--- config.mk ---
export PLATFORM = sky130hd
export DESIGN_NAME = mic_irq_ctrl
export DESIGN_NICKNAME = d
export VERILOG_FILES = /design/src/mic_ext_edge.v /design/src/mic_irq_ctrl.v
export VERILOG_INCLUDE_DIRS = /design/src
export SDC_FILE = /design/constraint.sdc
export NUM_CORES = 1
export LEC_CHECK = 0
export BUFFER_PORTS_ARGS = -buffer_cell sky130_fd_sc_hd__clkbuf_2
export CORE_MARGIN = 2
export CORE_UTILIZATION = 36
export DETAILED_ROUTE_END_ITERATION = 6
export PLACE_DENSITY = 0.6
export REMOVE_ABC_BUFFERS = 1
export SYNTH_ARGS = -nofsm -noshare
export SYNTH_HDL_FRONTEND = slang
export SYNTH_SLANG_ARGS = --single-unit
--- constraint.sdc ---
create_clock -name CLK -period 1.65 [get_ports CLK]
set_input_delay 0.4125 -clock CLK [delete_from_list [all_inputs] [get_ports CLK]]
set_output_delay 0.4125 -clock CLK [all_outputs]
set_load 0.05 [all_outputs]
--- src/mic_regs.vh ---
// Purpose: register indices, field positions, masks, vectors
// Assumes: included by the interrupt controller files
// Notes: register indices are select codes on the register port
`ifndef MIC_REGS_VH
`define MIC_REGS_VH

// Register select codes
`define MIC_IDX_EDGE 3'h0
`define MIC_IDX_CTRL_A 3'h1
`define MIC_IDX_CTRL_B 3'h2
`define MIC_IDX_TMR_A 3'h3
`define MIC_IDX_TMR_B 3'h4

// Variants
`define MIC_VAR_BASIC 2'h0
`define MIC_VAR_MULTI 2'h1
`define MIC_VAR_EXT 2'h2

// Control A fields
`define MIC_A_GIE 0
`define MIC_A_EXT0_EN 1
`define MIC_A_TB0_EN 2
`define MIC_A_TB1_EN 3
`define MIC_A_EXT0_F 4
`define MIC_A_TB0_F 5
`define MIC_A_TB1_F 6

// Control B fields
`define MIC_B_MF0_EN 0
`define MIC_B_EE_EN 1
`define MIC_B_ADC_EN 2
`define MIC_B_X_EN 3
`define MIC_B_MF0_F 4
`define MIC_B_EE_F 5
`define MIC_B_ADC_F 6
`define MIC_B_X_F 7

// Implemented-bit masks
`define MIC_MASK_CTRL_A 8'h7f
`define MIC_MASK_CTRL_B_BASIC 8'h77
`define MIC_MASK_FULL 8'hff
`define MIC_MASK_TMR_PAIR 8'h33
`define MIC_MASK_EDGE_ONE 8'h03
`define MIC_MASK_EDGE_TWO 8'h0f
`define MIC_MASK_FLAGS 8'hf0
`define MIC_RESET_VAL 8'h00

// Edge select codes
`define MIC_EDGE_OFF 2'h0
`define MIC_EDGE_RISE 2'h1
`define MIC_EDGE_FALL 2'h2
`define MIC_EDGE_BOTH 2'h3

// Source numbers in priority order, 0 highest
`define MIC_SRC_N 8
`define MIC_SRC_EXT0 3'h0
`define MIC_SRC_EXT1 3'h1
`define MIC_SRC_ADC 3'h2
`define MIC_SRC_MF0 3'h3
`define MIC_SRC_MF1 3'h4
`define MIC_SRC_TB0 3'h5
`define MIC_SRC_TB1 3'h6
`define MIC_SRC_EE 3'h7

// Program counter width and vector addresses
`define MIC_PC_W 11
`define MIC_VEC_EXT0 11'h004
`define MIC_VEC_EXT1 11'h008
`define MIC_VEC_ADC 11'h00c
`define MIC_VEC_MF0 11'h010
`define MIC_VEC_MF1 11'h014
`define MIC_VEC_TB0 11'h018
`define MIC_VEC_TB1 11'h01c
`define MIC_VEC_EE 11'h020

`endif

--- src/mic_ext_edge.v ---
// Purpose: external pin synchroniser and edge detector
// Assumes: pin is asynchronous to CLK
// Notes: evt is a one-cycle pulse on the selected edge
`timescale 1ns/1ns
`include "mic_regs.vh"
module mic_ext_edge (
  input wire clk,
  input wire reset,
  input wire ce,
  input wire pin,
  input wire [1:0] sel,
  output reg evt
);
  reg sync1_r;
  reg sync2_r;
  reg prev_r;
  wire rise;
  wire fall;
  assign rise = sync2_r & ~prev_r;
  assign fall = ~sync2_r & prev_r;
  always @(posedge clk) begin
    if (reset) begin
      sync1_r <= 1'b0;
      sync2_r <= 1'b0;
      prev_r <= 1'b0;
    end else if (ce) begin
      sync1_r <= pin;
      sync2_r <= sync1_r;
      prev_r <= sync2_r;
    end
  end
  always @* begin
    case (sel)
      `MIC_EDGE_OFF: evt = 1'b0;
      `MIC_EDGE_RISE: evt = rise;
      `MIC_EDGE_FALL: evt = fall;
      `MIC_EDGE_BOTH: evt = rise | fall;
      default: evt = 1'b0;
    endcase
  end
endmodule

--- src/mic_irq_ctrl.v ---
// Purpose: interrupt flags, enables, priority and vectoring
// Assumes: CPU strobes instruction boundaries and return
// Notes: VARIANT selects basic, second multi or second pin map
// Notes on behaviour
// - Basic control B: bits 7, 3 read zero
// - Multi variant: bit 7/3 multi1 flag, enable
// - Ext variant: bit 7/3 ext1 flag, enable
// - Flags 1 when pending; enables; reset zero
// - Single timer register: A/P flags, enables
// - Dual timer register: four flags, four enables
// - Second timer register for periodic timer
// - Events set their request flags
// - Vector only while individual enable high
// - Global enable low blocks every interrupt
// - Push program counter, load vector
// - Return pops saved program counter
// - Servicing clears global enable and the serviced flag
// - Full stack blocks acknowledge; flag stays
// - Fixed priority among simultaneous requests
// - Own vectors; timers share multi vector
// - Any flag rising wakes from sleep
// - Pin flag on selected edge type
// - Servicing pin clears its flag
// - Edge select: rise, fall, both, off
// - Edge code 00 off, 01, 10, 11
// - Multi service clears only group flag
// - Servicing converter clears its flag
`timescale 1ns/1ns
`include "mic_regs.vh"
module mic_irq_ctrl #(
  parameter VARIANT = 0
) (
  input wire CLK,
  input wire RESET,
  input wire CE,
  input wire [2:0] REG_ADDR,
  input wire REG_WR,
  input wire [7:0] REG_WDATA,
  output reg [7:0] REG_RDATA,
  input wire [1:0] EXT_IRQ_PINS,
  input wire ADC_DONE,
  input wire EEPROM_WRITE_DONE,
  input wire TB0_EVT,
  input wire TB1_EVT,
  input wire [3:0] TIMER_EVT,
  input wire INSTR_BOUNDARY,
  input wire [`MIC_PC_W-1:0] PC_NEXT,
  input wire STACK_FULL,
  input wire RETI,
  output reg IRQ_TAKE,
  output reg [`MIC_PC_W-1:0] IRQ_VECTOR,
  output reg STACK_PUSH,
  output reg [`MIC_PC_W-1:0] PUSH_PC,
  output reg STACK_POP,
  output reg WAKE_UP
);
  // Implemented-bit masks per variant
  localparam V1 = (VARIANT == `MIC_VAR_MULTI);
  localparam V2 = (VARIANT == `MIC_VAR_EXT);
  localparam [7:0] MASK_A = `MIC_MASK_CTRL_A;
  localparam [7:0] MASK_B = (V1 || V2) ? `MIC_MASK_FULL :
    `MIC_MASK_CTRL_B_BASIC;
  localparam [7:0] MASK_TA = V2 ? `MIC_MASK_FULL :
    `MIC_MASK_TMR_PAIR;
  localparam [7:0] MASK_TB = V1 ? `MIC_MASK_TMR_PAIR :
    8'h00;
  localparam [7:0] MASK_E = V2 ? `MIC_MASK_EDGE_TWO :
    `MIC_MASK_EDGE_ONE;

  // State, next values and decode nets
  reg [7:0] edge_r;
  reg [7:0] ctrl_a_r;
  reg [7:0] ctrl_b_r;
  reg [7:0] tmr_a_r;
  reg [7:0] tmr_b_r;
  reg [7:0] edge_nxt;
  reg [7:0] ctrl_a_nxt;
  reg [7:0] ctrl_b_nxt;
  reg [7:0] tmr_a_nxt;
  reg [7:0] tmr_b_nxt;
  reg [7:0] set_a;
  reg [7:0] set_b;
  reg [7:0] set_ta;
  reg [7:0] set_tb;
  reg [7:0] clr_a;
  reg [7:0] clr_b;
  reg [7:0] pend;
  reg [2:0] src;
  reg found;
  reg [`MIC_PC_W-1:0] vec;
  reg mf0_evt;
  reg mf1_evt;
  reg take;
  reg [7:0] rdata_nxt;
  wire ext0_evt;
  wire ext1_evt;
  integer i;
  reg gate_open;

  // Wake-up detect
  reg [7:0] rise_a;
  reg [7:0] rise_b;
  reg [7:0] rise_ta;
  reg [7:0] rise_tb;
  reg wake_nxt;

  // Pin edge detectors
  mic_ext_edge u_edge0 (
    .clk(CLK),
    .reset(RESET),
    .ce(CE),
    .pin(EXT_IRQ_PINS[0]),
    .sel(edge_r[1:0]),
    .evt(ext0_evt)
  );

  mic_ext_edge u_edge1 (
    .clk(CLK),
    .reset(RESET),
    .ce(CE),
    .pin(EXT_IRQ_PINS[1]),
    .sel(edge_r[3:2]),
    .evt(ext1_evt)
  );

  // Hardware set vectors
  always @* begin
    if (V2) begin
      mf0_evt = |(TIMER_EVT & tmr_a_r[3:0]);
    end else begin
      mf0_evt = |(TIMER_EVT[1:0] & tmr_a_r[1:0]);
    end
    mf1_evt = V1 & (|(TIMER_EVT[3:2] & tmr_b_r[1:0]));
    set_a = 8'h00;
    set_a[`MIC_A_EXT0_F] = ext0_evt;
    set_a[`MIC_A_TB0_F] = TB0_EVT;
    set_a[`MIC_A_TB1_F] = TB1_EVT;
    set_b = 8'h00;
    set_b[`MIC_B_ADC_F] = ADC_DONE;
    set_b[`MIC_B_EE_F] = EEPROM_WRITE_DONE;
    set_b[`MIC_B_MF0_F] = mf0_evt;
    set_b[`MIC_B_X_F] = V2 ? ext1_evt : mf1_evt;
    if (V2) begin
      set_ta = {TIMER_EVT, 4'h0};
    end else begin
      set_ta = {2'b00, TIMER_EVT[1:0], 4'h0};
    end
    set_tb = V1 ? {2'b00, TIMER_EVT[3:2], 4'h0} : 8'h00;
  end

  // Pending enabled requests and priority pick
  always @* begin
    pend = 8'h00;
    pend[`MIC_SRC_EXT0] = ctrl_a_r[`MIC_A_EXT0_F] &
      ctrl_a_r[`MIC_A_EXT0_EN];
    pend[`MIC_SRC_EXT1] = V2 & ctrl_b_r[`MIC_B_X_F] &
      ctrl_b_r[`MIC_B_X_EN];
    pend[`MIC_SRC_ADC] = ctrl_b_r[`MIC_B_ADC_F] &
      ctrl_b_r[`MIC_B_ADC_EN];
    pend[`MIC_SRC_MF0] = ctrl_b_r[`MIC_B_MF0_F] &
      ctrl_b_r[`MIC_B_MF0_EN];
    pend[`MIC_SRC_MF1] = V1 & ctrl_b_r[`MIC_B_X_F] &
      ctrl_b_r[`MIC_B_X_EN];
    pend[`MIC_SRC_TB0] = ctrl_a_r[`MIC_A_TB0_F] &
      ctrl_a_r[`MIC_A_TB0_EN];
    pend[`MIC_SRC_TB1] = ctrl_a_r[`MIC_A_TB1_F] &
      ctrl_a_r[`MIC_A_TB1_EN];
    pend[`MIC_SRC_EE] = ctrl_b_r[`MIC_B_EE_F] &
      ctrl_b_r[`MIC_B_EE_EN];
    src = 3'h0;
    found = 1'b0;
    // Lowest source number wins
    for (i = `MIC_SRC_N - 1; i >= 0; i = i - 1) begin
      if (pend[i]) begin
        src = i[2:0];
        found = 1'b1;
      end
    end
    gate_open = INSTR_BOUNDARY & ctrl_a_r[`MIC_A_GIE] &
      ~STACK_FULL;
    take = gate_open & found;
  end

  // Vector and automatic clears of the serviced source
  always @* begin
    clr_a = 8'h00;
    clr_b = 8'h00;
    vec = `MIC_VEC_EXT0;
    if (take) begin
      clr_a[`MIC_A_GIE] = 1'b1;
      case (src)
        `MIC_SRC_EXT0: begin
          vec = `MIC_VEC_EXT0;
          clr_a[`MIC_A_EXT0_F] = 1'b1;
        end
        `MIC_SRC_EXT1: begin
          vec = `MIC_VEC_EXT1;
          clr_b[`MIC_B_X_F] = 1'b1;
        end
        `MIC_SRC_ADC: begin
          vec = `MIC_VEC_ADC;
          clr_b[`MIC_B_ADC_F] = 1'b1;
        end
        `MIC_SRC_MF0: begin
          vec = `MIC_VEC_MF0;
          clr_b[`MIC_B_MF0_F] = 1'b1;
        end
        `MIC_SRC_MF1: begin
          vec = `MIC_VEC_MF1;
          clr_b[`MIC_B_X_F] = 1'b1;
        end
        `MIC_SRC_TB0: begin
          vec = `MIC_VEC_TB0;
          clr_a[`MIC_A_TB0_F] = 1'b1;
        end
        `MIC_SRC_TB1: begin
          vec = `MIC_VEC_TB1;
          clr_a[`MIC_A_TB1_F] = 1'b1;
        end
        `MIC_SRC_EE: begin
          vec = `MIC_VEC_EE;
          clr_b[`MIC_B_EE_F] = 1'b1;
        end
        default: vec = `MIC_VEC_EXT0;
      endcase
    end
  end

  // Register next values; hardware set wins over any clear
  always @* begin
    edge_nxt = edge_r;
    ctrl_a_nxt = ctrl_a_r;
    ctrl_b_nxt = ctrl_b_r;
    tmr_a_nxt = tmr_a_r;
    tmr_b_nxt = tmr_b_r;
    if (REG_WR) begin
      case (REG_ADDR)
        `MIC_IDX_EDGE: edge_nxt = REG_WDATA & MASK_E;
        `MIC_IDX_CTRL_A: ctrl_a_nxt = REG_WDATA & MASK_A;
        `MIC_IDX_CTRL_B: ctrl_b_nxt = REG_WDATA & MASK_B;
        `MIC_IDX_TMR_A: tmr_a_nxt = REG_WDATA & MASK_TA;
        `MIC_IDX_TMR_B: tmr_b_nxt = REG_WDATA & MASK_TB;
        default: edge_nxt = edge_r;
      endcase
    end
    ctrl_a_nxt = (ctrl_a_nxt & ~clr_a) | (set_a & MASK_A);
    ctrl_b_nxt = (ctrl_b_nxt & ~clr_b) | (set_b & MASK_B);
    tmr_a_nxt = tmr_a_nxt | (set_ta & MASK_TA);
    tmr_b_nxt = tmr_b_nxt | (set_tb & MASK_TB);
    // Read data, one cycle behind the address
    case (REG_ADDR)
      `MIC_IDX_EDGE: rdata_nxt = edge_r;
      `MIC_IDX_CTRL_A: rdata_nxt = ctrl_a_r;
      `MIC_IDX_CTRL_B: rdata_nxt = ctrl_b_r;
      `MIC_IDX_TMR_A: rdata_nxt = tmr_a_r;
      `MIC_IDX_TMR_B: rdata_nxt = tmr_b_r;
      default: rdata_nxt = 8'h00;
    endcase
  end

  // Flags rising 0 to 1, enables ignored
  always @* begin
    rise_a = ctrl_a_nxt & ~ctrl_a_r & `MIC_MASK_FLAGS;
    rise_b = ctrl_b_nxt & ~ctrl_b_r & `MIC_MASK_FLAGS;
    rise_ta = tmr_a_nxt & ~tmr_a_r & `MIC_MASK_FLAGS;
    rise_tb = tmr_b_nxt & ~tmr_b_r & `MIC_MASK_FLAGS;
    wake_nxt = |(rise_a | rise_b | rise_ta | rise_tb);
  end

  // State update; CE low freezes all
  always @(posedge CLK) begin
    if (RESET) begin
      edge_r <= `MIC_RESET_VAL;
      ctrl_a_r <= `MIC_RESET_VAL;
      ctrl_b_r <= `MIC_RESET_VAL;
      tmr_a_r <= `MIC_RESET_VAL;
      tmr_b_r <= `MIC_RESET_VAL;
      REG_RDATA <= 8'h00;
      IRQ_TAKE <= 1'b0;
      IRQ_VECTOR <= {`MIC_PC_W{1'b0}};
      STACK_PUSH <= 1'b0;
      PUSH_PC <= {`MIC_PC_W{1'b0}};
      STACK_POP <= 1'b0;
      WAKE_UP <= 1'b0;
    end else if (CE) begin
      edge_r <= edge_nxt;
      ctrl_a_r <= ctrl_a_nxt;
      ctrl_b_r <= ctrl_b_nxt;
      tmr_a_r <= tmr_a_nxt;
      tmr_b_r <= tmr_b_nxt;
      REG_RDATA <= rdata_nxt;
      IRQ_TAKE <= take;
      STACK_PUSH <= take;
      STACK_POP <= RETI;
      if (take) begin
        IRQ_VECTOR <= vec;
        PUSH_PC <= PC_NEXT;
      end
      WAKE_UP <= wake_nxt;
    end
  end
endmodule

==> out/metrics.yaml, run 1 <==
finish:
  layout-drive-gt1-share_pct: 38.48
  syn_to_final_growth_pct: 37.24
  antenna_cells: 0
  final_cells: 565
  fin_nets: 500
  fin_area_um2: 4159
  layout_common_cells: "buf_4 (62), clkbuf_2 (61), dfxtp_1 (53)"
  final_core_util_pct: 50.87
  mostFrequentLayoutCell: "buf_4"
worst_setup_path:
  crit_arrival_ps: 2010
  critical_path_class: "register to register"
  required_ps: 1880
  crit_path_max_fanout: 3
  endpoint_kind: "register"
  worst_setup_path_start_kind: "register"
detailed_routing:
  drc: 0
  wire_per_inst_um: 15.10
  vias: 2923
  dr.pass1.iters: 5
  drt_wl_total_mm: 8.529
  drt-initial-drc-count: 125
  ant_nets: 0
  vias_per_cell: 5.173
pwr:
  clockPowerShare_pct: 41.3
  seq_power_share_pct: 46.1
  p_int_mw: 2.503
  power.share.switching_pct: 26.98
  total_power_mw: 3.428
  pwr-share-comb_pct: 12.6
  ir_drop_mv: 0.5033
  p_per_area_nw_per_um2: 824.2
  total_leakage_power_nw: 1.757
  p_sw_mw: 0.9246
place:
  placement.io_buffers: 61
  place_area_um2: 3729
  place_inst: 538
  gp_congestion: 0.9196
  dpl.hpwl_mm: 6.184
  place_ws_ps: -258.7
logic_synthesis:
  ys_seq_area_share_pct: 41.62
  synth-edff-count: 0
  yosysWarnings: 0
  synth_cell_types: 49
  async_flop_share_pct: 0
  ys_ff_latch: 63
  syn_inst: 344
  netlist_area_um2: 3030
  synth_ff_type: "dfxtp_1"
  avgSynthCellArea_um2: 8.809
run:
  maxCapViolations: 0
timing:
  finalCriticalPeriod_ps: 1781
  fin_crit_sh_pct: 107.9
  fin_skew_ps: 7.870
  setup_ws_ps: -130.6
  worst_hold_slack_ps: 292.6
  tns_ps: -993.7
  hold_viol_final: 0
  setup_violations: 16
  finalMaxSlewViolations: 0
  rsz0062_at_grt: "true"
  max_freq_mhz: 561.6
grt:
  grt_max_degree: 31
  grt_pass1_wl_mm: 13.45
  grt_pass1_vias: 2795
  track_usage_pct: 19.43
  grt_overflow_total: 0
  antenna_found_initial: 0
clock_tree:
  htreeDepth: 3
  tritoncts: "done"
  cts_buffers: 9
  root_buffer: "clkbuf_8"
  worstSkewPairLatency_ps: 350
  path_clk_slew_ps: 70
  postCtsHoldBufs: 0
  cts_sinks: 63
  max-clock-path-buffers: 2
die:
  pin_count: 73
  dieArea_um2: 9168
  initial_utilization_pct: 37.07
  die_x_um: 95.75
  rows: 33
  coreArea_um2: 8175
  die_y_um: 95.75
status:
  status: "finished, violations left"
  violations: "negative setup slack"
hold_path:
  hp-class: "input port to register"
==> cells in the mapped netlist, drive strengths merged, types with 3 or more instances <==
cell / number / area [µm²]
o21ai: 14 / 70.06
a222oi: 3 / 30.03
a21oi: 16 / 80.08
a211oi: 8 / 70.06
nand3: 13 / 65.06
nand2b: 3 / 21.27
a22oi: 11 / 82.58
inv: 8 / 30.03
and2: 13 / 81.33
nor3: 5 / 25.02
mux2: 4 / 45.04
mux2i: 31 / 310.3
a31oi: 9 / 56.30
dfxtp: 63 / 1261
o221ai: 6 / 52.55
ha: 6 / 75.07
nand2: 23 / 86.33
clkbuf: 13 / 48.80
nor2b: 8 / 50.05
nor2: 44 / 165.2
buf: 18 / 122.6
==> layout make-up <==
| type | count | area [µm²] |
|---|---|---|
| fill | 771 | 4016 |
| tap | 105 | 131.4 |
| inverter | 9 | 33.78 |
| multi-input combinational | 247 | 1713 |
| clock buffer | 12 | 155.1 |
| timing repair buffer | 125 | 793.3 |
| sequential | 63 | 1279 |
| clock inverter | 4 | 53.80 |
==> power by group through the flow <==
stage          combinational, mW  sequential (mW)  clock [mW]
2_1_floorplan              0.155             1.65           0
4_1_cts                    0.422             1.58        1.45
3_3_place_gp               0.412             1.61           0
6_report                   0.433             1.58        1.42
3_5_place_dp               0.416             1.61           0
5_1_grt                    0.470             1.58        1.50
==> kinds of logic (layout without fill, tap and decap cells) <==
kind of cell / Yosys count / count (layout) / share of synthesized area [%]
simple gates: 121 / 121 / 19.65
compound gates: 78 / 78 / 17.63
flops: 63 / 63 / 41.62
buf+inv: 40 / 150 / 6.771
mux: 35 / 35 / 11.73
fa+ha+maj: 6 / 6 / 2.477
other cells: 1 / 7 / 0.1237
==> per-layer routing <==
metal	routed length (µm)	up-vias	track usage, %
met5	0	-	0
met4	283	0	9.881
met3	479	23	6.030
met2	4107	98	31.47
met1	3659	1361	23.20
li1	-	1441	-
==> critical path, stage by stage, from the launching register on <==
cell,delay (ps)
dfxtp_2,360
nand2_2,70
buf_4,140
a31oi_4,210
ha_2,220
nand4b_1,150
nor2_1,120
a211oi_1,80
a31oi_1,210
a31oi_1,110
==> path summary, 6_finish.rpt <==
| check | slack, ps | endpoint | cells past startpoint | startpoint |
|---|---|---|---|---|
| worst min register to register | 460 | ctrl_b_r[7] | 2 | ctrl_b_r[7] |
| worst min-delay path | 290 | u_edge0.sync1_r | 3 | EXT_IRQ_PINS[0] |
| worst max-delay path | -130 | WAKE_UP | 9 | register |
| worst max register to register | -130 | WAKE_UP | 9 | register |
==> timing repair <==
action / CTS / global route
setup buffers: 11 / 7
setup endpoints to repair: 25 / 25
resized for setup: 27 / 15
pin swaps: 14 / 16
Note: power is estimated with default switching activity, not from simulation.
==> run 2: changes to the inputs <==
- CTS_BUF_LIST: default -> sky130_fd_sc_hd__clkbuf_2
==> run 2 against run 1 <==
- the flow still finishes with violations (negative setup slack)
- setup slack improved by 4.7 ps
- count of clock-buffer cells in the layout fell by 2
- final cell count rose by 0.35%
- sequential power barely moved
- sequential share of layout area barely moved
- critical path depth rose by 1
- routed wire length rose by 1.1%
- die area did not move
- register-to-register slack barely moved
- critical endpoint unchanged
- clock power fell by 34%
- total power fell by 14%
- non-clock buffer count rose by 2
==> out/metrics.yaml, run 2 (synthesis results as in run 1) <==
timing:
  setup_ws_ps: -125.9  # +4.669 ps
  finalCriticalPeriod_ps: 1776  # -4.669 ps
  finalMaxSlewViolations: 0  # unchanged
  fin_crit_sh_pct: 107.6  # -0.28 points
  max_freq_mhz: 563.1  # +0.26%
  fin_skew_ps: 26.90  # +19.03 ps
  rsz0062_at_grt: "true"
  hold_viol_final: 0  # unchanged
  worst_hold_slack_ps: 110.0  # -182.5 ps
  setup_violations: 22  # +6
place:
  placement.io_buffers: 61  # unchanged
  gp_congestion: 0.9196  # unchanged
  place_inst: 538  # unchanged
  dpl.hpwl_mm: 6.184  # unchanged
grt:
  grt_pass1_wl_mm: 13.50  # +0.36%
  grt_max_degree: 31  # unchanged
  track_usage_pct: 19.37  # -0.066 points
  antenna_found_initial: 0  # unchanged
  grt_pass1_vias: 2777  # -0.64%
  grtUsageMet2_pct: 32.46  # +0.99 points
  grtUsageMet1_pct: 23.10  # -0.097 points
  grt_overflow_total: 0  # unchanged
  use_met3_pct: 5.247  # -0.78 points
  grt_busiest_layer: "met2"
worst_setup_path:
  worst_setup_path_start_kind: "register"
  critical_path_class: "register to register"
  ff2ff_path_depth: 10  # +1
  crit_arrival_ps: 2230  # +220 ps
  required_ps: 2110  # +230 ps
  endpoint_kind: "register"
  crit_path_max_fanout: 3  # unchanged
pwr:
  pwr-share-comb_pct: 14.8  # +2.2 points
  total_power_mw: 2.965  # -14%
  ir_drop_mv: 0.3608  # -28%
  clockPowerShare_pct: 31.8  # -9.5 points
  p_int_mw: 2.074  # -17%
  p_sw_mw: 0.8906  # -3.7%
  seq_power_share_pct: 53.4  # +7.3 points
  power.share.switching_pct: 30.04  # +3.1 points
  p_per_area_nw_per_um2: 715.6  # -13%
  total_leakage_power_nw: 1.748  # -0.53%
detailed_routing:
  drc: 0  # unchanged
  ant_nets: 0  # unchanged
  wire_per_inst_um: 15.21  # +0.78%
  dr.pass1.iters: 5  # unchanged
  drt_wl_total_mm: 8.626  # +1.1%
  vias_per_cell: 5.175  # about the same
  vias: 2934  # +0.38%
  drt-initial-drc-count: 183  # +46%
die:
  die_x_um: 95.75  # unchanged
  die_y_um: 95.75  # unchanged
  dieArea_um2: 9168  # unchanged
  coreArea_um2: 8175  # unchanged
  initial_utilization_pct: 37.07  # unchanged
  pin_count: 73  # unchanged
  rows: 33  # unchanged
finish:
  final_core_util_pct: 50.67  # -0.20 points
  mostFrequentLayoutCell: "buf_4"
  syn_to_final_growth_pct: 36.71
  final_cells: 567  # +0.35%
  fin_nets: 502  # +0.40%
  layout-drive-gt1-share_pct: 38.53  # +0.050 points
  layout_common_cells: "buf_4 (63), dfxtp_1 (54), clkbuf_2 (48)"
  antenna_cells: 0  # unchanged
clock_tree:
  root_buffer: "clkbuf_2"
  cts_buffers: 9  # unchanged
  path_clk_slew_ps: 190  # +120 ps
  tritoncts: "done"
  htreeDepth: 3  # unchanged
  max-clock-path-buffers: 2  # unchanged
  worstSkewPairLatency_ps: 520  # +170 ps
  postCtsHoldBufs: 0  # unchanged
  cts_sinks: 63  # unchanged
hold_path:
  hp-class: "input port to register"
  hold_path_depth: 3  # unchanged
status:
  violations: "negative setup slack"
  status: "finished, violations left"
run:
  maxCapViolations: 0  # unchanged
-- run 2: changes by cell type in the layout (fill, tap and decap cells not counted), moves of 2 or more --
cell | previous run | this run
a21oi_2 | 2 | 0
clkinv_1 | 1 | 3
clkbuf_8 | 11 | 0
a21oi_1 | 14 | 16
clkbuf_2 | 61 | 48
clkbuf_4 | 0 | 9
buf_6 | 2 | 6
buf_2 | 0 | 11
-- run 2: final timing paths --
kind                                 startpoint         endpoint  slack (ps)
worst max-delay path                   register          WAKE_UP        -130
worst min-delay path            EXT_IRQ_PINS[0]  u_edge0.sync1_r         110
worst max register to register         register          WAKE_UP        -130
worst min register to register      ctrl_b_r[7]      ctrl_b_r[7]         460
-- run 2: final cells by class --
cell class	instances	area (µm²)
Timing Repair Buffer	127	853.3
Tap cell	105	131.4
Fill cell	777	4033
Inverter	9	36.28
Multi-Input combinational cell	247	1735
Sequential cell	63	1275
Clock buffer	10	50.05
Clock inverter	6	61.31
-- run 2: per-layer routing --
metal | wire (µm) | vias up
li1 | - | 1438
met1 | 3617 | 1363
met2 | 4206 | 106
met3 | 500 | 27
met4 | 300 | 0
met5 | 0 | -
-- run 2: per-stage QoR --
| stage | TNS, ps | instance area, µm² | worst slack, ps |
|---|---|---|---|
| after CTS | -595.7 | 4010 | -163.9 |
| final | -1915 | 4143 | -125.9 |
| after floorplan | -18880 | 2882 | -1185 |
| after detailed placement | -4297 | 3729 | -258.7 |
| after global routing | -4448 | 4143 | -274.4 |
| after global placement | -4173 | 3729 | -266.5 |
-- run 2: worst max-delay path: stages (launching register included) --
cell and delay [ps]:
dfxtp_2 390, nand2_2 60, a21boi_2 150, o21ai_2 150, inv_2 80, ha_4 160, nand4b_1 150, nor2_1 70
nor4bb_2 280, nor4_1 80, a31oi_1 160
-- run 2: power groups by stage --
stage	sequential, mW	combinational [mW]	clock (mW)
2_1_floorplan	1.65	0.155	0
3_3_place_gp	1.61	0.412	0
3_5_place_dp	1.61	0.416	0
4_1_cts	1.58	0.423	0.969
5_1_grt	1.59	0.475	1.04
6_report	1.58	0.440	0.942
-- run 2: what timing repair did --
item                       CTS  global route
pin swaps                   14            21
setup buffers               12             5
setup endpoints to repair   28            47
gates cloned                 1             0
gates resized for setup     31            52
==> run 3: changes to the inputs <==
- ABC_AREA: default -> 1
- CORE_ASPECT_RATIO: default -> 1.5
==> run 3 against run 2 <==
- the run still ends with negative setup slack left
- critical endpoint unchanged
- routed wire length decreased by 5.4%
- area after synthesis increased by 0.45%
- combinational power decreased by 7.7%
- critical path type unchanged
==> out/metrics.yaml, run 3 <==
detailed_routing:
  dr.pass1.iters: 4  # -1
  drt_wl_total_mm: 8.164  # -5.4%
  wire_per_inst_um: 12.98  # -15%
  drt-initial-drc-count: 154  # -16%
  drc: 0  # unchanged
  vias_per_cell: 4.785  # -7.5%
  ant_nets: 0  # unchanged
  vias: 3010  # +2.6%
logic_synthesis:
  synthTopCellsByArea: "dfxtp_1 (41%), nand2_1 (9.1%), o21ai_0 (7.7%)"
  ys_seq_area_share_pct: 41.43  # -0.19 points
  synth_top_area_share_pct: 41.43  # -0.19 points
  syn_inst: 430  # +25%
  avgSynthCellArea_um2: 7.079  # -20%
  ys_top_cells_by_count: "nand2_1 (74), dfxtp_1 (63), inv_1 (58), o21ai_0 (47), nor2_1 (40)"
  netlist_area_um2: 3044  # +0.45%
  yosysMostFrequentCell: "nand2_1"
  synth_top_cell_by_area: "dfxtp_1"
  yosysWarnings: 0  # unchanged
  synth_cell_types: 29  # -41%
  ys_ff_latch: 63  # unchanged
  synth_ff_type: "dfxtp_1"
  async_flop_share_pct: 0  # unchanged
  synth-edff-count: 0  # unchanged
finish:
  fin_nets: 562  # +12%
  layout_common_cells: "nand2_1 (69), clkbuf_2 (59), inv_1 (55)"
  final_cells: 629  # +11%
  mostFrequentLayoutCell: "nand2_1"
  layout-drive-gt1-share_pct: 30.46  # -8.1 points
  antenna_cells: 0  # unchanged
  fin_area_um2: 3880  # -6.3%
  syn_to_final_growth_pct: 27.46
clock_tree:
  cts_sinks: 63  # unchanged
  cts_buffers: 9  # unchanged
  postCtsHoldBufs: 0  # unchanged
  max-clock-path-buffers: 2  # unchanged
  worstSkewPairLatency_ps: 520  # about the same
  htreeDepth: 3  # unchanged
  path_clk_slew_ps: 200  # about the same
  tritoncts: "done"
  root_buffer: "clkbuf_2"
worst_setup_path:
  crit_path_max_fanout: 3  # unchanged
  crit_path_max_incr_delay_ps: 390  # about the same
  reg2reg_slack_ps: -110  # about the same
  rr_endpoint: "WAKE_UP"
  crit_arrival_ps: 2220  # about the same
  ff2ff_path_depth: 14  # +4
  endpoint_kind: "register"
  crit_chain: "nand2_2 -> nand2_2 -> a31oi_2 -> nor3_4 -> buf_6 -> inv_4 -> ha_4 -> nand4_1 -> nand2_1 -> nand2_1 -> nand2_1 -> nand2_1 -> nor2_2 -> a21oi_1"
  critical_path_class: "register to register"
  crit_end: "WAKE_UP"
  cpMaxStageDelayCell: "dfxtp_2"
  path_common_cell: "nand2_1"
  worst_setup_path_start_kind: "register"
  required_ps: 2110  # about the same
place:
  dpl.hpwl_mm: 5.949  # -3.8%
  placement.io_buffers: 61  # unchanged
  gp_congestion: 0.8270  # -10%
  place_inst: 609  # +13%
  place_area_um2: 3610  # -3.2%
pwr:
  pwr-share-comb_pct: 13.9  # -0.9 points
  p_int_mw: 2.037  # -1.8%
  p_sw_mw: 0.8875  # -0.35%
  clockPowerShare_pct: 32.1  # +0.3 points
  ir_drop_mv: 0.4869  # +35%
  total_leakage_power_nw: 1.870  # +7.0%
  seq_power_share_pct: 54.0  # +0.6 points
  power.share.switching_pct: 30.35  # +0.31 points
  total_power_mw: 2.924  # -1.4%
  p_per_area_nw_per_um2: 753.7  # +5.3%
timing:
  max_freq_mhz: 566.7  # +0.64%
  fin_skew_ps: 26.84  # -0.06680 ps
  rsz0062_at_grt: "true"
  setup_violations: 4  # -82%
  hold_viol_final: 0  # unchanged
  fin_crit_sh_pct: 106.9  # -0.68 points
  finalCriticalPeriod_ps: 1765  # -11.28 ps
  finalMaxSlewViolations: 0  # unchanged
  setup_ws_ps: -114.6  # +11.28 ps
status:
  violations: "negative setup slack"
  status: "finished, violations left"
die:
  pin_count: 73  # unchanged
  die_x_um: 79.08  # -17%
  coreArea_um2: 8310  # +1.7%
  die_y_um: 116.6  # +22%
  rows: 41  # +24%
  initial_utilization_pct: 36.63  # -0.44 points
  dieArea_um2: 9223  # +0.60%
grt:
  antenna_found_initial: 0  # unchanged
  grt_overflow_total: 0  # unchanged
  grt_pass1_vias: 2860  # +3.0%
  grt_pass1_wl_mm: 13.29  # -1.5%
  track_usage_pct: 18.79  # -0.58 points
  grt_max_degree: 43  # +39%
hold_path:
  hp-class: "input port to register"
  hp-start: "EXT_IRQ_PINS[0]"
run:
  maxCapViolations: 0  # unchanged
[run 3: changes by cell type after synthesis, moves of 11 or more]
| cell | before | now |
|---|---|---|
| nand2_1 | 23 | 74 |
| o21ai_0 | 7 | 47 |
| and2_1 | 13 | 0 |
| inv_1 | 8 | 58 |
| mux2i_1 | 31 | 0 |
| a21oi_1 | 16 | 32 |
| a22oi_1 | 11 | 0 |
| nand3_1 | 13 | 29 |
[run 3: worst min-delay path by stage]
stage / to / slack (ps) / cells after the start
after global placement: register / 430 / 2
after detailed placement: register / 430 / 2
final: u_edge0.sync1_r / 90 / 3
after floorplan: register / 420 / 2
after global routing: PUSH_PC[3] / 70 / 3
after CTS: PUSH_PC[7] / 60 / 3
[run 3: layout make-up]
class | instances | area, µm²
fill | 871 | 4431
tap | 107 | 133.9
inverter | 68 | 260.3
timing repair buffer | 94 | 603.1
clock buffer | 9 | 45.04
sequential | 63 | 1276
multi-input combinational | 281 | 1498
clock inverter | 7 | 63.81
[run 3: kinds of logic (layout without fill, tap and decap cells)]
| group | after synthesis | count (layout) | share of synthesized area, % |
|---|---|---|---|
| other cells | 1 | 7 | 0.1232 |
| compound gates | 101 | 101 | 17.59 |
| flops | 63 | 63 | 41.43 |
| simple gates | 167 | 167 | 25.03 |
| buf+inv | 92 | 178 | 13.36 |
| fa+ha+maj | 6 | 6 | 2.466 |
[run 3: repair_timing]
action	4_1_cts	5_1_grt
resized for setup	26	27
cloned	0	0
buffers inserted	2	3
pin swaps	6	12
endpoints found under the setup margin	7	19
[run 3: worst max-delay path: cells and delay by family (launching register included)]
kind	cells	cell delay, ps
AO/OA/AOI/OAI	2	170
AND/OR/NAND/NOR	9	810
buffers and inverters	2	180
flip-flops	1	390
adder cells (fa/ha/maj)	1	160
[run 3: power groups by stage]
stage          Sequential [mW]  Clock (mW)  Combinational [mW]
6_report                  1.58       0.938               0.406
5_1_grt                   1.58        1.03               0.448
3_5_place_dp              1.61           0               0.385
4_1_cts                   1.58       0.970               0.398
2_1_floorplan             1.62           0               0.193
3_3_place_gp              1.61           0               0.382
[run 3: routing by layer]
metal	track usage (%)	up-vias	wire length, µm
li1	-	1554	-
met1	21.09	1358	3375
met2	33.39	79	4222
met3	2.859	19	347
met4	11.15	0	218
met5	0	-	0
[run 3: metrics by stage]
step	hold slack [ps]	setup slack (ps)	utilization (%)	TNS (ps)
finish	90.63	-114.6	46.69	-260.0
global route	66.78	-276.0	46.69	-1165
CTS	59.12	-36.00	45.93	-41.46
detailed placement	434.6	-121.7	43.44	-281.5
global placement	429.2	-94.98	43.44	-182.6
floorplan	416.3	-23.12	-	-23.12
